==> src/cid_regs.svh <==
`ifndef CID_REGS_SVH
`define CID_REGS_SVH
`define CID_PC_RST    20'h00000
`define CID_W2_TAG    4'hf
`define CID_BYTE_MAX  4'h5
`define CID_BIT_MAX   4'h9
`define CID_BIT_SKC   4'h8
`define CID_BIT_SKS   4'h9
`define CID_GRP_LIT   4'ha
`define CID_GRP_CTL   4'hb
`define CID_GRP_MOVE  4'hc
`define CID_GRP_GOTO  4'hd
`define CID_GRP_EXT   4'he
`define CID_LIT_PTR   4'hf
`define CID_CTL_RET   4'h1
`define CID_CTL_CALL  4'h2
`define CID_CTL_TBL   4'h3
`define CID_CTL_BRA   4'h4
`define CID_D_POS     9
`define CID_A_POS     8
`define CID_S_POS     0
`define CID_TW_POS    2
`define CID_PHASES    4
`endif

==> src/cid_pkg.sv <==
`default_nettype none
package cid_pkg;
    typedef enum logic [1:0] {
        PH_Q1 = 2'h0,
        PH_Q2 = 2'h1,
        PH_Q3 = 2'h3,
        PH_Q4 = 2'h2
    } cid_phase_t;
    typedef enum logic [1:0] {
        MD_RUN   = 2'h0,
        MD_WORD2 = 2'h1,
        MD_FLUSH = 2'h3
    } cid_mode_t;
    typedef enum logic [1:0] {
        CLS_BYTE = 2'h0,
        CLS_BIT  = 2'h1,
        CLS_LIT  = 2'h2,
        CLS_CTL  = 2'h3
    } cid_class_t;
    typedef enum logic [1:0] {
        TBL_NOCHG   = 2'h0,
        TBL_POSTINC = 2'h1,
        TBL_POSTDEC = 2'h2,
        TBL_PREINC  = 2'h3
    } cid_tbl_t;
    typedef struct packed {
        logic        nop;
        logic [1:0]  cls;
        logic [5:0]  opc;
        logic [11:0] fadr;
        logic [11:0] fdst;
        logic        wfile;
        logic        wacc;
        logic        bank;
        logic [7:0]  bmask;
        logic [11:0] lit;
        logic [1:0]  psel;
        logic        pld;
        logic        ssave;
        logic        srest;
        logic [1:0]  tmode;
        logic        trd;
        logic        twr;
        logic        ext;
        logic        push;
        logic        pop;
    } cid_out_t;
    typedef struct packed {
        cid_phase_t  ph;
        cid_mode_t   md;
        logic [19:0] pc;
        logic [15:0] ir;
        logic [19:0] tgt;
        logic        tw;
        logic        chg;
        logic        skp;
        logic        adv;
        logic        exec;
        cid_out_t    o;
    } cid_state_t;
endpackage
`default_nettype wire

==> src/cid_decoder.sv <==
// Functional notes
// - decode 75 standard plus 8 extended instructions
// - most instructions are one 16-bit word
// - four instructions span two consecutive words
// - second word carries ones in top nibble
// - lone second word executes as no-operation
// - single word one cycle, taken/jump two
// - two-word instructions take two cycles
// - instruction cycle is four clock periods
// - word splits into opcode and operand fields
// - four groups: byte, bit, literal, control
// - byte ops carry file, destination, access select
// - destination zero accumulator, one file register
// - bit ops select one bit of file
// - literal ops: constant, pointer select, none
// - control: address, shadow mode, table mode
// - access select zero access RAM, else banked
// - shadow mode one saves/restores shadow registers
// - table pointer mode: none, post inc/dec, pre-inc
`default_nettype none
`include "cid_regs.svh"
module cid_decoder
    import cid_pkg::*;
(
    input  wire logic        CORE_CLK,
    input  wire logic        RST_N,
    input  wire logic [15:0] PROG_DATA,
    input  wire logic        COND_TRUE,
    input  wire logic [19:0] RET_ADDR,
    output logic      [19:0] PROG_ADDR,
    output logic             EXEC_STB,
    output logic             IS_NOP,
    output logic      [1:0]  OP_CLASS,
    output logic      [5:0]  OPCODE,
    output logic      [11:0] FILE_ADDR,
    output logic      [11:0] FILE_DST,
    output logic             WR_FILE,
    output logic             WR_ACCUM,
    output logic             BANKED,
    output logic      [7:0]  BIT_MASK,
    output logic      [11:0] LITERAL,
    output logic      [1:0]  PTR_SEL,
    output logic             PTR_LOAD,
    output logic             SHADOW_SAVE,
    output logic             SHADOW_RESTORE,
    output logic      [1:0]  TBL_MODE,
    output logic             TBL_RD,
    output logic             TBL_WR,
    output logic             EXT_OP,
    output logic             STACK_PUSH,
    output logic             STACK_POP
);
    localparam cid_out_t NOP_OUT = '{nop: 1'b1, default: '0};
    localparam cid_state_t RST_ST = '{
        ph: PH_Q1, md: MD_RUN, pc: `CID_PC_RST, ir: 16'h0000,
        tgt: 20'h00000, tw: 1'b0, chg: 1'b0, skp: 1'b0,
        adv: 1'b0, exec: 1'b0, o: NOP_OUT};

    cid_state_t  s;
    cid_state_t  next_s;
    logic [15:0] w;
    logic [3:0]  g;
    logic        first2;

    assign w = PROG_DATA;
    assign g = w[15:12];
    // first word of one of the four double-word forms
    assign first2 = (g == `CID_GRP_MOVE) || (g == `CID_GRP_GOTO) ||
                    (g == `CID_GRP_CTL && w[11:8] == `CID_CTL_CALL) ||
                    (g == `CID_GRP_LIT && w[11:8] == `CID_LIT_PTR);

    always_comb begin
        next_s = s;
        next_s.exec = 1'b0;
        unique case (s.ph)
            PH_Q1: begin
                next_s.ph = PH_Q2;
            end
            PH_Q2: begin
                next_s.ph = PH_Q3;
                next_s.o = NOP_OUT;
                next_s.tw = 1'b0;
                next_s.chg = 1'b0;
                next_s.skp = 1'b0;
                if (s.md == MD_FLUSH) begin
                    next_s.o = NOP_OUT;
                end else if (s.md == MD_WORD2) begin
                    // complete double-word form from both words
                    next_s.o.nop = 1'b0;
                    next_s.o.opc = s.ir[15:10];
                    unique case (s.ir[15:12])
                        `CID_GRP_GOTO: begin
                            next_s.o.cls = CLS_CTL;
                            next_s.tgt = {w[11:0], s.ir[7:0]};
                            next_s.chg = 1'b1;
                        end
                        `CID_GRP_CTL: begin
                            next_s.o.cls = CLS_CTL;
                            next_s.tgt = {w[11:0], s.ir[7:0]};
                            next_s.chg = 1'b1;
                            next_s.o.push = 1'b1;
                            next_s.o.ssave = s.ir[`CID_S_POS];
                        end
                        `CID_GRP_MOVE: begin
                            next_s.o.cls = CLS_BYTE;
                            next_s.o.fadr = s.ir[11:0];
                            next_s.o.fdst = w[11:0];
                            next_s.o.wfile = 1'b1;
                        end
                        default: begin
                            next_s.o.cls = CLS_LIT;
                            next_s.o.psel = s.ir[5:4];
                            next_s.o.lit = {s.ir[3:0], w[7:0]};
                            next_s.o.pld = 1'b1;
                        end
                    endcase
                end else if (g == `CID_W2_TAG) begin
                    next_s.o = NOP_OUT;
                end else if (first2) begin
                    next_s.ir = w;
                    next_s.tw = 1'b1;
                end else begin
                    next_s.o.nop = 1'b0;
                    next_s.o.opc = w[15:10];
                    if (g <= `CID_BYTE_MAX) begin
                        next_s.o.cls = CLS_BYTE;
                        next_s.o.fadr = {4'h0, w[7:0]};
                        next_s.o.wfile = w[`CID_D_POS];
                        next_s.o.wacc = ~w[`CID_D_POS];
                        next_s.o.bank = w[`CID_A_POS];
                    end else if (g <= `CID_BIT_MAX) begin
                        next_s.o.cls = CLS_BIT;
                        next_s.o.fadr = {4'h0, w[7:0]};
                        next_s.o.bmask = 8'h01 << w[11:9];
                        next_s.o.bank = w[`CID_A_POS];
                        next_s.skp = (g == `CID_BIT_SKC) || (g == `CID_BIT_SKS);
                    end else if (g == `CID_GRP_LIT) begin
                        next_s.o.cls = CLS_LIT;
                        next_s.o.lit = {4'h0, w[7:0]};
                    end else if (g == `CID_GRP_EXT) begin
                        next_s.o.cls = CLS_CTL;
                        next_s.o.ext = 1'b1;
                        next_s.o.opc = {3'h0, w[11:9]};
                    end else begin
                        next_s.o.cls = CLS_CTL;
                        if (w[11:8] == `CID_CTL_RET) begin
                            next_s.tgt = RET_ADDR;
                            next_s.chg = 1'b1;
                            next_s.o.pop = 1'b1;
                            next_s.o.srest = w[`CID_S_POS];
                        end else if (w[11:8] == `CID_CTL_TBL) begin
                            next_s.o.tmode = w[1:0];
                            next_s.o.trd = ~w[`CID_TW_POS];
                            next_s.o.twr = w[`CID_TW_POS];
                        end else if (w[11:8] == `CID_CTL_BRA) begin
                            next_s.tgt = 20'(s.pc + 20'h00001 +
                                         {{12{w[7]}}, w[7:0]});
                            next_s.chg = 1'b1;
                        end
                    end
                end
            end
            PH_Q3: begin
                next_s.ph = PH_Q4;
                next_s.exec = 1'b1;
            end
            PH_Q4: begin
                next_s.ph = PH_Q1;
                next_s.adv = 1'b0;
                if (s.tw) begin
                    next_s.md = MD_WORD2;
                    next_s.pc = 20'(s.pc + 20'h00001);
                end else if (s.chg) begin
                    next_s.pc = s.tgt;
                    next_s.md = (s.md == MD_WORD2) ? MD_RUN : MD_FLUSH;
                end else if (s.skp && COND_TRUE) begin
                    next_s.pc = 20'(s.pc + 20'h00001);
                    next_s.md = MD_FLUSH;
                    next_s.adv = 1'b1;
                end else if (s.md == MD_FLUSH) begin
                    next_s.pc = 20'(s.pc + {19'h00000, s.adv});
                    next_s.md = MD_RUN;
                end else begin
                    next_s.pc = 20'(s.pc + 20'h00001);
                    next_s.md = MD_RUN;
                end
            end
        endcase
    end

    always_ff @(posedge CORE_CLK) begin
        if (!RST_N) begin
            s <= RST_ST;
        end else begin
            s <= next_s;
        end
    end

    assign PROG_ADDR = s.pc;
    assign EXEC_STB = s.exec;
    assign IS_NOP = s.o.nop;
    assign OP_CLASS = s.o.cls;
    assign OPCODE = s.o.opc;
    assign FILE_ADDR = s.o.fadr;
    assign FILE_DST = s.o.fdst;
    assign WR_FILE = s.o.wfile;
    assign WR_ACCUM = s.o.wacc;
    assign BANKED = s.o.bank;
    assign BIT_MASK = s.o.bmask;
    assign LITERAL = s.o.lit;
    assign PTR_SEL = s.o.psel;
    assign PTR_LOAD = s.o.pld;
    assign SHADOW_SAVE = s.o.ssave;
    assign SHADOW_RESTORE = s.o.srest;
    assign TBL_MODE = s.o.tmode;
    assign TBL_RD = s.o.trd;
    assign TBL_WR = s.o.twr;
    assign EXT_OP = s.o.ext;
    assign STACK_PUSH = s.o.push;
    assign STACK_POP = s.o.pop;
endmodule
`default_nettype wire

==> config.mk <==
export PLATFORM = sky130hd
export DESIGN_NAME = cid_decoder
export DESIGN_NICKNAME = d
export VERILOG_FILES = /design/src/cid_pkg.sv /design/src/cid_decoder.sv
export VERILOG_INCLUDE_DIRS = /design/src
export SDC_FILE = /design/constraint.sdc
export NUM_CORES = 1
export LEC_CHECK = 0
export BUFFER_PORTS_ARGS = -buffer_cell sky130_fd_sc_hd__buf_2
export CAP_MARGIN = 25
export CORE_MARGIN = 2
export CORE_UTILIZATION = 35
export CTS_BUF_LIST = sky130_fd_sc_hd__clkbuf_2 sky130_fd_sc_hd__clkbuf_4 sky130_fd_sc_hd__clkbuf_8
export DETAILED_ROUTE_END_ITERATION = 16
export SYNTH_ARGS = -nofsm -noshare
export SYNTH_HDL_FRONTEND = slang
export SYNTH_SLANG_ARGS = --single-unit
==> constraint.sdc <==
create_clock -name CORE_CLK -period 3.05 [get_ports CORE_CLK]
set_input_delay 0.4575 -clock CORE_CLK [delete_from_list [all_inputs] [get_ports CORE_CLK]]
set_output_delay 0.4575 -clock CORE_CLK [all_outputs]
set_load 0.01 [all_outputs]
# Word level (Yosys, flattened, before mapping)
# Cells that the tools add are included.
# Widths: inputs -> output; s select.
dict set report word_totals {
  regBits 133
  input_bits 39
  output_inout_bits 89
  wordCells 167
}
dict set report classes {
  n_addsub 3
  order_cmp 2
  eq_ne 29
  n_shift 1
  muxes 84
  bitwise 5
  n_reduce_logical 13
}
# op n
set op_table {}
lappend op_table {{$mux 20} 12}
lappend op_table {{$mux 23} 3}
lappend op_table {{$mux 68} 1}
lappend op_table {{$mux 22} 3}
lappend op_table {{$mux 6} 10}
lappend op_table {{$eq 4x4->1 const B} 12}
lappend op_table {{$mux 21} 2}
lappend op_table {{$mux 34} 1}
lappend op_table {{$mux 8} 4}
lappend op_table {{$mux 1} 31}
lappend op_table {{$mux 25} 1}
lappend op_table {{$add 20x1->20} 1}
lappend op_table {{$add 20x1->20 const B} 1}
lappend op_table {{$add 20x20->20} 1}
lappend op_table {{$mux 16} 1}
lappend op_table {{$mux 15} 1}
lappend op_table {{$mux 2} 6}
lappend op_table {{$ne 2x2->1 const B} 6}
lappend op_table {{$reduce_and 11->1} 1}
lappend op_table {{$mux 10} 1}
lappend op_table {{$mux 9} 1}
lappend op_table {{$eq 4x2->1 const B} 2}
lappend op_table {{$mux 4} 2}
lappend op_table {{$pmux 2 s4} 1}
lappend op_table {{other kinds (20)} 32}

# Longest topological paths before layout
# Gate-level depths: netlist of run 1.
dict set report logic_depth {
  depth_word 13
  depth_mapped 14
  mapped_depth_nobuf 14
}

# Least setup slack after synthesis of run 1
# Ideal clock, no wire load.
dict set report synth_path {
  path_kind {register -> register}
  from {register s, in the netlist PROG_ADDR[1]}
  to {register s[92] (netlist bit)}
  setup_time_ns 0.074
  arrival_time_ns 3.018
  t_required_ns 2.976
  path_slack_ns -0.042
  stages_incl_launch_ff 15
  path_buffers 1
  period_less_slack_ns 3.092
  path_cell_list {dfxtp_1 ha_1 nand3_1 nor2_1 nand2_1 xnor2_1 ha_1 clkbuf_1 a21oi_1 o21ai_0 a41oi_1 a41oi_1 a21oi_1 or3b_1 a31oi_1}
}
dict set report synth_via {
  elab_chain_cells 12
}
# element line
set synth_rtl {}
lappend synth_rtl {{start: declaration} cid_decoder.sv:59} ;# cid_state_t s;
lappend synth_rtl {{start signal: assignment} cid_decoder.sv:195} ;# s <= next_s;
lappend synth_rtl {{$add 20x1->20} cid_decoder.sv:156} ;# next_s.tgt = 20'(s.pc + 20'h00001 +
lappend synth_rtl {{$add 20x20->20} cid_decoder.sv:156}
lappend synth_rtl {{$mux 20} cid_decoder.sv:155} ;# end else if (w[11:8] == `CID_CTL_BRA) begin
lappend synth_rtl {{$mux 20} cid_decoder.sv:151} ;# end else if (w[11:8] == `CID_CTL_TBL) begin
lappend synth_rtl {{$mux 20} cid_decoder.sv:146} ;# if (w[11:8] == `CID_CTL_RET) begin
lappend synth_rtl {{$mux 20} cid_decoder.sv:140} ;# end else if (g == `CID_GRP_EXT) begin
lappend synth_rtl {{$mux 20} cid_decoder.sv:137} ;# end else if (g == `CID_GRP_LIT) begin
lappend synth_rtl {{$mux 20} cid_decoder.sv:131} ;# end else if (g <= `CID_BIT_MAX) begin
lappend synth_rtl {{$mux 20} cid_decoder.sv:125} ;# if (g <= `CID_BYTE_MAX) begin
lappend synth_rtl {{$mux 20} cid_decoder.sv:119} ;# end else if (first2) begin
lappend synth_rtl {{$mux 23} cid_decoder.sv:117} ;# end else if (g == `CID_W2_TAG) begin
lappend synth_rtl {{$mux 20} cid_decoder.sv:87} ;# end else if (s.md == MD_WORD2) begin
# No other way between the ends. The select of a mux whose other input is x is not followed.
# A chain may end at the register's enable or synchronous reset.

# Final worst setup path of run 1
dict set report layout_path {
  from {register s, in the netlist PROG_ADDR[0]}
  to {register s[88] (netlist bit)}
}
# Same word-level chain as after synthesis.

==> impl_metrics.tcl, run 1 <==
set metrics [dict create \
    status "completed" \
    p_leak_uw 0.003964 \
    syn_nets 1129 \
    period_share_pct 96.78 \
    endpoint_kind "flop" \
    synth-simple-area-share_pct 21.68 \
    num_vias 8117 \
    dp_hpwl_um 20630 \
    synth_area_leaders "dfxtp_1 (32%), buf_4 (7.3%), nor2_1 (5.9%)" \
    grt_pass1_wl_um 43950 \
    startpoint_type "flop" \
    portBuffers 127 \
    ant_nets 0 \
    finalSetupViolCount 0 \
    crit_slowest_cell "dfxtp_4" \
    synth-compound-area-share_pct 23.89 \
    r2r_end "s[88]" \
    avgRoutedWirePerCell_um 19.38 \
    synth_ff_type "dfxtp_1" \
    preCtsSetupSlack_ns 0.02345 \
    drive_above_1_share_pct 26.20 \
    setup_slack_ns 0.09826 \
    initial_core_util_pct 35.72 \
    crit_path_cell_trace "ha_1 > nand3_2 > nor2_2 > buf_4 > xor2_2 > ha_2 > a21o_1 > o211ai_1 > a41oi_2 > or3_1 > nand3_1 > a31oi_1" \
    yosysMostFrequentCell "dfxtp_1" \
    place_congestion 0.9565 \
    syn_area_um2 8411 \
    ios 128 \
    core_area_um2 23540 \
    dieArea_um2 25290 \
    grt_max_degree 72 \
    slowest_delay_ns 0.38 \
    synth_top_family_by_area "compound AO/OA/AOI/OAI gates" \
    hold_viol_final 0 \
    cts_root_buf "clkbuf_8" \
    crit_end "s[88]" \
    totalWireLength_um 28460 \
    grt_usage_pct 21.83 \
    num_rows 56 \
    ir_drop_v 0.0002092 \
    drt-initial-drc-count 703 \
    max_slew.worst_pin.slew_ns 0.8353 \
    fillCellCount 2492 \
    r2r_setup_slack_ns 0.1 \
    pwr-share-comb_pct 15.8 \
    reg2regPathDepth 12 \
    p_seq_share_pct 46.9 \
    slew_headroom_pct 44.26 \
    drt_pass1_iterations 7 \
    yosysWarnings 0 \
    muxShareOfSynthArea_pct 2.410 \
    finClkSkew_ns 0.01802 \
    antenna_found_initial 1 \
    vias_per_cell 5.526 \
    cts_tree "yes" \
    ys_types 80 \
    grt_overflow 0 \
    p_int_uw 2621 \
    p_per_area_nw_per_um2 400.1 \
    clockBufferDepth 2 \
    crit_arrival_ns 3.28 \
    final.min_clock_period_ns 2.952 \
    critPathLaunch "PROG_ADDR[0]" \
    dieHeight_um 159.0 \
    area_delta_synth_final_pct 14.83 \
    crit_type "flop to flop" \
    fin_nets 1202 \
    cts_sinks 133 \
    yosys-top-cells-count "dfxtp_1 (133), nor2_1 (132), a21oi_1 (87)" \
    synth_top_area_share_pct 31.66 \
    synth_fa_ha_area_share_pct 4.106 \
    async_flop_share_pct 0 \
    h-tree-depth 4 \
    r2r_start "PROG_ADDR[0]" \
    cts_buffers 17 \
    slew_violations 0 \
    min_from "RET_ADDR[16]" \
    swShare_pct 32.17 \
    synth-seq-cells 133 \
    drc 0 \
    clk_latency_ns 0.45 \
    max_freq_mhz 338.8 \
    synth_xor_area_share_pct 4.686 \
    grt_pass1_vias 7617 \
    pwr-share-clk_pct 37.3 \
    min_path_type "input pin to flop" \
    switching_power_uw 1243 \
    synth_top_cell_by_area "dfxtp_1" \
    cp_max_fo 4 \
    drv_cap 0 \
    yosysSeqAreaShare_pct 31.66 \
    critPathRequiredTime_ns 3.37 \
    holdWs_ns 0.2480 \
    post_synth.cell_area_avg_um2 7.912 \
    die_x_um 159.0 \
    synthCells 1063 \
    synth_edf_count 0 \
    path_clk_slew_ns 0.09 \
]
cell usage in the layout, fill, tap and decap left out, types with 4 or more instances in the layout:
cell type  instances
and2_1             6
nor3_2             8
a31oi_1           10
nor4_1             5
a32oi_1           12
or3_1              4
ha_1              20
mux2i_1           18
dfxtp_1          123
o21ai_0           49
buf_2            127
buf_6              4
a22oi_1           50
a221oi_1          12
xor2_1            17
o21ai_1           12
nor2_1           130
inv_1             15
clkbuf_8          18
nand2b_1          14
inv_6              6
nand4_1            9
and3_1            11
a21oi_1           84
o22ai_1            5
o31ai_1            5
a211oi_1          10
a21oi_2            4
dfxtp_2            8
a21o_1            10
nor3_1            16
nand3_1           36
nor2b_1           10
xnor2_1           23
nand2_1           79
buf_4             72
o211ai_1           9
per-stage QoR:
| step | instance area (µm²) | std cells | power, µW | utilization [%] | setup TNS (ns) |
|---|---|---|---|---|---|
| 2_1_floorplan | 8413 | 1063 | 2242 | - | 0 |
| 3_3_place_gp | 9051 | 1428 | 2437 | 38.45 | 0 |
| 3_5_place_dp | 9051 | 1428 | 2439 | 38.45 | 0 |
| 4_1_cts | 9425 | 1460 | 3875 | 40.04 | 0 |
| 5_1_grt | 9656 | 1468 | 4041 | 41.01 | -0.1119 |
| 6_report | 9658 | 1469 | 3864 | 41.02 | 0 |
cells by family after synthesis:
family,count (synthesis)
simple gates,367
buf+inv,165
mux,20
flops,133
fa+ha+maj,27
compound gates,306
xor+xnor,45
critical path: cells and delay by family, from the launching register on:
| kind | cells | cell delay, ns |
|---|---|---|
| AOI/OAI and AO/OA | 4 | 0.86 |
| adders and majority gates | 2 | 0.52 |
| DFF | 1 | 0.38 |
| xor gates and xnor gates | 1 | 0.19 |
| and+or+nand+nor | 4 | 0.74 |
| buffers and inverters | 1 | 0.15 |
worst min path at each step:
stage	end	slack (ns)	depth (start not counted)
3_5_place_dp	SHADOW_SAVE	0.45	2
4_1_cts	s[89]	0.23	2
6_report	s[89]	0.25	2
5_1_grt	s[89]	0.23	2
2_1_floorplan	FILE_ADDR[11]	0.43	2
3_3_place_gp	FILE_ADDR[11]	0.44	2
cell type report:
class / instances / area [µm²] / area share [%]
diodes: 1 / 2.502 / 0.02591
well taps: 319 / 399.1 / 4.133
clock buffers: 19 / 255.2 / 2.643
multi-input cells: 765 / 4927 / 51.02
inverters: 16 / 61.31 / 0.6348
clock inverters: 13 / 111.4 / 1.153
flip-flops and latches: 133 / 2680 / 27.75
repair buffers: 203 / 1221 / 12.64
routing by layer:
layer	global-route usage (%)	wire length, µm	up-vias
met5	0	0	-
met4	6.074	590	0
met3	3.829	1663	39
met2	34.94	13190	273
met1	30.27	13020	3916
li1	-	-	3889
flip-flops by register name, summed over array words and instances, names as in the netlist, 2 cells and up:
name	cells
OPCODE	6
PROG_ADDR	20
PTR_SEL	2
OP_CLASS	2
BIT_MASK	8
TBL_MODE	2
LITERAL	12
FILE_ADDR	12
s	44
FILE_DST	12
what timing repair did:
item                                    CTS  global route
endpoints found under the setup margin    1             9
setup buffers                             0             8
resized for setup                         1            44
pin swaps                                 0            18
hold buffers                              0             0
hold endpoints to repair                  0             0
power groups by stage:
stage               registers, µW  clock network, µW  logic [µW]
CTS                          1810               1470         589
global route                 1820               1560         665
floorplan                    1840                  0         400
finish                       1810               1440         610
detailed placement           1850                  0         586
global placement             1850                  0         585
Power figures use the tool's default switching activity.
==> run 2, diff against run 1 <==
--- a/config.mk
+++ b/config.mk
@@ -9,9 +9,10 @@
 export BUFFER_PORTS_ARGS = -buffer_cell sky130_fd_sc_hd__buf_2
 export CAP_MARGIN = 25
 export CORE_MARGIN = 2
-export CORE_UTILIZATION = 35
+export CORE_UTILIZATION = 54
 export CTS_BUF_LIST = sky130_fd_sc_hd__clkbuf_2 sky130_fd_sc_hd__clkbuf_4 sky130_fd_sc_hd__clkbuf_8
 export DETAILED_ROUTE_END_ITERATION = 16
+export PLACE_DENSITY = 0.79
 export SYNTH_ARGS = -nofsm -noshare
 export SYNTH_HDL_FRONTEND = slang
 export SYNTH_SLANG_ARGS = --single-unit
==> run 2 against run 1 <==
  * Via count is 3.3% higher
  * Highest routed layer unchanged
  * Total power hardly changed
  * Critical path type unchanged
  * Largest cell class unchanged
  * Combinational power fell by 3%
  * Largest power group unchanged
  * First-iteration DRC count increased by 88%
  * Core utilization rose by 20 points
  * Clock power about the same
  * Worst setup slack got worse by 0.035 ns
  * Flip-flop and latch count stayed put
  * Wire length is 8.5% lower
  * Final cell count fell by 9.7%
  * Critical endpoint is now s[91]
  * Die area fell by 34%
==> impl_metrics.tcl, run 2 (synthesis gave the netlist of run 1 again) <==
set metrics [dict create \
    status "completed" \
    grt_max_degree 77 \
    max_freq_mhz 334.8 \
    grt_usage_pct 30.59 \
    grt_overflow 0 \
    slew_headroom_pct 40.15 \
    core_area_um2 15200 \
    drv_cap 0 \
    cts_root_buf "clkbuf_8" \
    p_per_area_nw_per_um2 414.2 \
    ctsHoldBuffers 0 \
    crit_type "flop to flop" \
    clk_latency_ns 0.45 \
    layout_common_cells "dfxtp_1 (131), nor2_1 (131), buf_2 (127)" \
    cts_tree "yes" \
    endpoint_kind "flop" \
    largest_reg_flops 44 \
    slew_violations 0 \
    period_share_pct 97.93 \
    dieArea_um2 16590 \
    holdWs_ns 0.2434 \
    antenna_found_initial 1 \
    clockBufferDepth 2 \
    dp_hpwl_um 18500 \
    ir_drop_v 0.0002887 \
    min_path_type "input pin to flop" \
    place_area_um2 8812 \
    cts_sinks 133 \
    finalSetupViolCount 0 \
    num_vias 8383 \
    cts_buffers 17 \
    cp_max_fo 6 \
    die_x_um 128.8 \
    dp_cells 1287 \
    p_leak_uw 0.003885 \
    power.total_uw 3863 \
    drive_above_1_share_pct 23.99 \
    final_cell_area_um2 9325 \
    h-tree-depth 4 \
    ios 128 \
    critPathRequiredTime_ns 3.40 \
    path_clk_slew_ns 0.08 \
    fillCellCount 1368 \
    max_slew.worst_pin.slew_ns 0.8944 \
    hold_viol_final 0 \
    num_rows 45 \
    finClkSkew_ns 0.01013 \
    final.min_clock_period_ns 2.987 \
    drc 0 \
    startpoint_type "flop" \
    ant_nets 0 \
    dieHeight_um 128.8 \
    tns_ns 0 \
    grt_pass1_wl_um 39950 \
    area_delta_synth_final_pct 10.87 \
    drt-initial-drc-count 1324 \
    vias_per_cell 6.317 \
    largest-register "s" \
    initial_core_util_pct 55.33 \
    totalWireLength_um 26040 \
    portBuffers 127 \
    final_cell_count_no_fill 1327 \
    drt_pass1_iterations 5 \
    fin_nets 1191 \
    place_congestion 1.013 \
    avgRoutedWirePerCell_um 19.62 \
    crit_arrival_ns 3.33 \
    grt_pass1_vias 7467 \
]
-- run 2: cell count changes in the layout (fill, tap and decap cells not counted), moves of 4 or more --
| cell | delta |
|---|---|
| buf_4 | -7 |
| dfxtp_1 | +8 |
| dfxtp_2 | -6 |
| buf_6 | -4 |
-- run 2: final cells by class --
type                       count  area (µm²)  share of cell area (%)
tap                          188       235.2                   2.522
clock inverter                13       123.9                   1.328
multi-input combinational    765        4858                   52.10
clock buffer                  19       255.2                   2.737
timing repair buffer         192        1124                   12.05
antenna                        1       2.502                 0.02683
inverter                      16       61.31                  0.6575
sequential                   133        2665                   28.58
-- run 2: timing repair --
action | CTS | global route
pin swaps | 1 | 12
cloned | 0 | 0
resized for setup | 1 | 18
buffers inserted | 1 | 6
endpoints found under the setup margin | 1 | 9
-- run 2: stage by stage --
stage	worst slack, ns	util (%)
after floorplan	0.05760	-
after global placement	0.08407	57.97
after detailed placement	-0.02690	57.97
after CTS	0.0001179	60.54
after global routing	-0.003401	61.34
final	0.06325	61.34
-- run 2: path summary, 6_finish.rpt --
check | from | endpoint | slack (ns) | depth (start not counted)
max | PROG_ADDR[6] | s[91] | 0.06 | 11
min reg2reg | FILE_DST[11] | FILE_DST[11] | 0.45 | 2
min | RET_ADDR[16] | s[89] | 0.24 | 2
max reg2reg | PROG_ADDR[6] | s[91] | 0.06 | 11
-- run 2: critical path: stages (launching register included) --
cell and delay (ns):
dfxtp_1 0.33, nand4_1 0.27, or3_4 0.50, xnor2_2 0.17, ha_2 0.40, nand2_1 0.10, nor2_1 0.11, nand3_1 0.12
o211ai_1 0.30, a31oi_1 0.15, xnor2_1 0.15, a211o_1 0.28
-- run 2: power by group --
part           switching, µW  total (µW)  internal (µW)
Combinational            380         592            212
Sequential              37.4        1810           1780
Clock                    770        1460            686
-- run 2: metal layers --
layer / track usage (%) / wire (µm)
met1: 41.60 / 11100
met2: 47.62 / 11780
met3: 5.489 / 2275
met4: 13.55 / 885
met5: 0 / 0
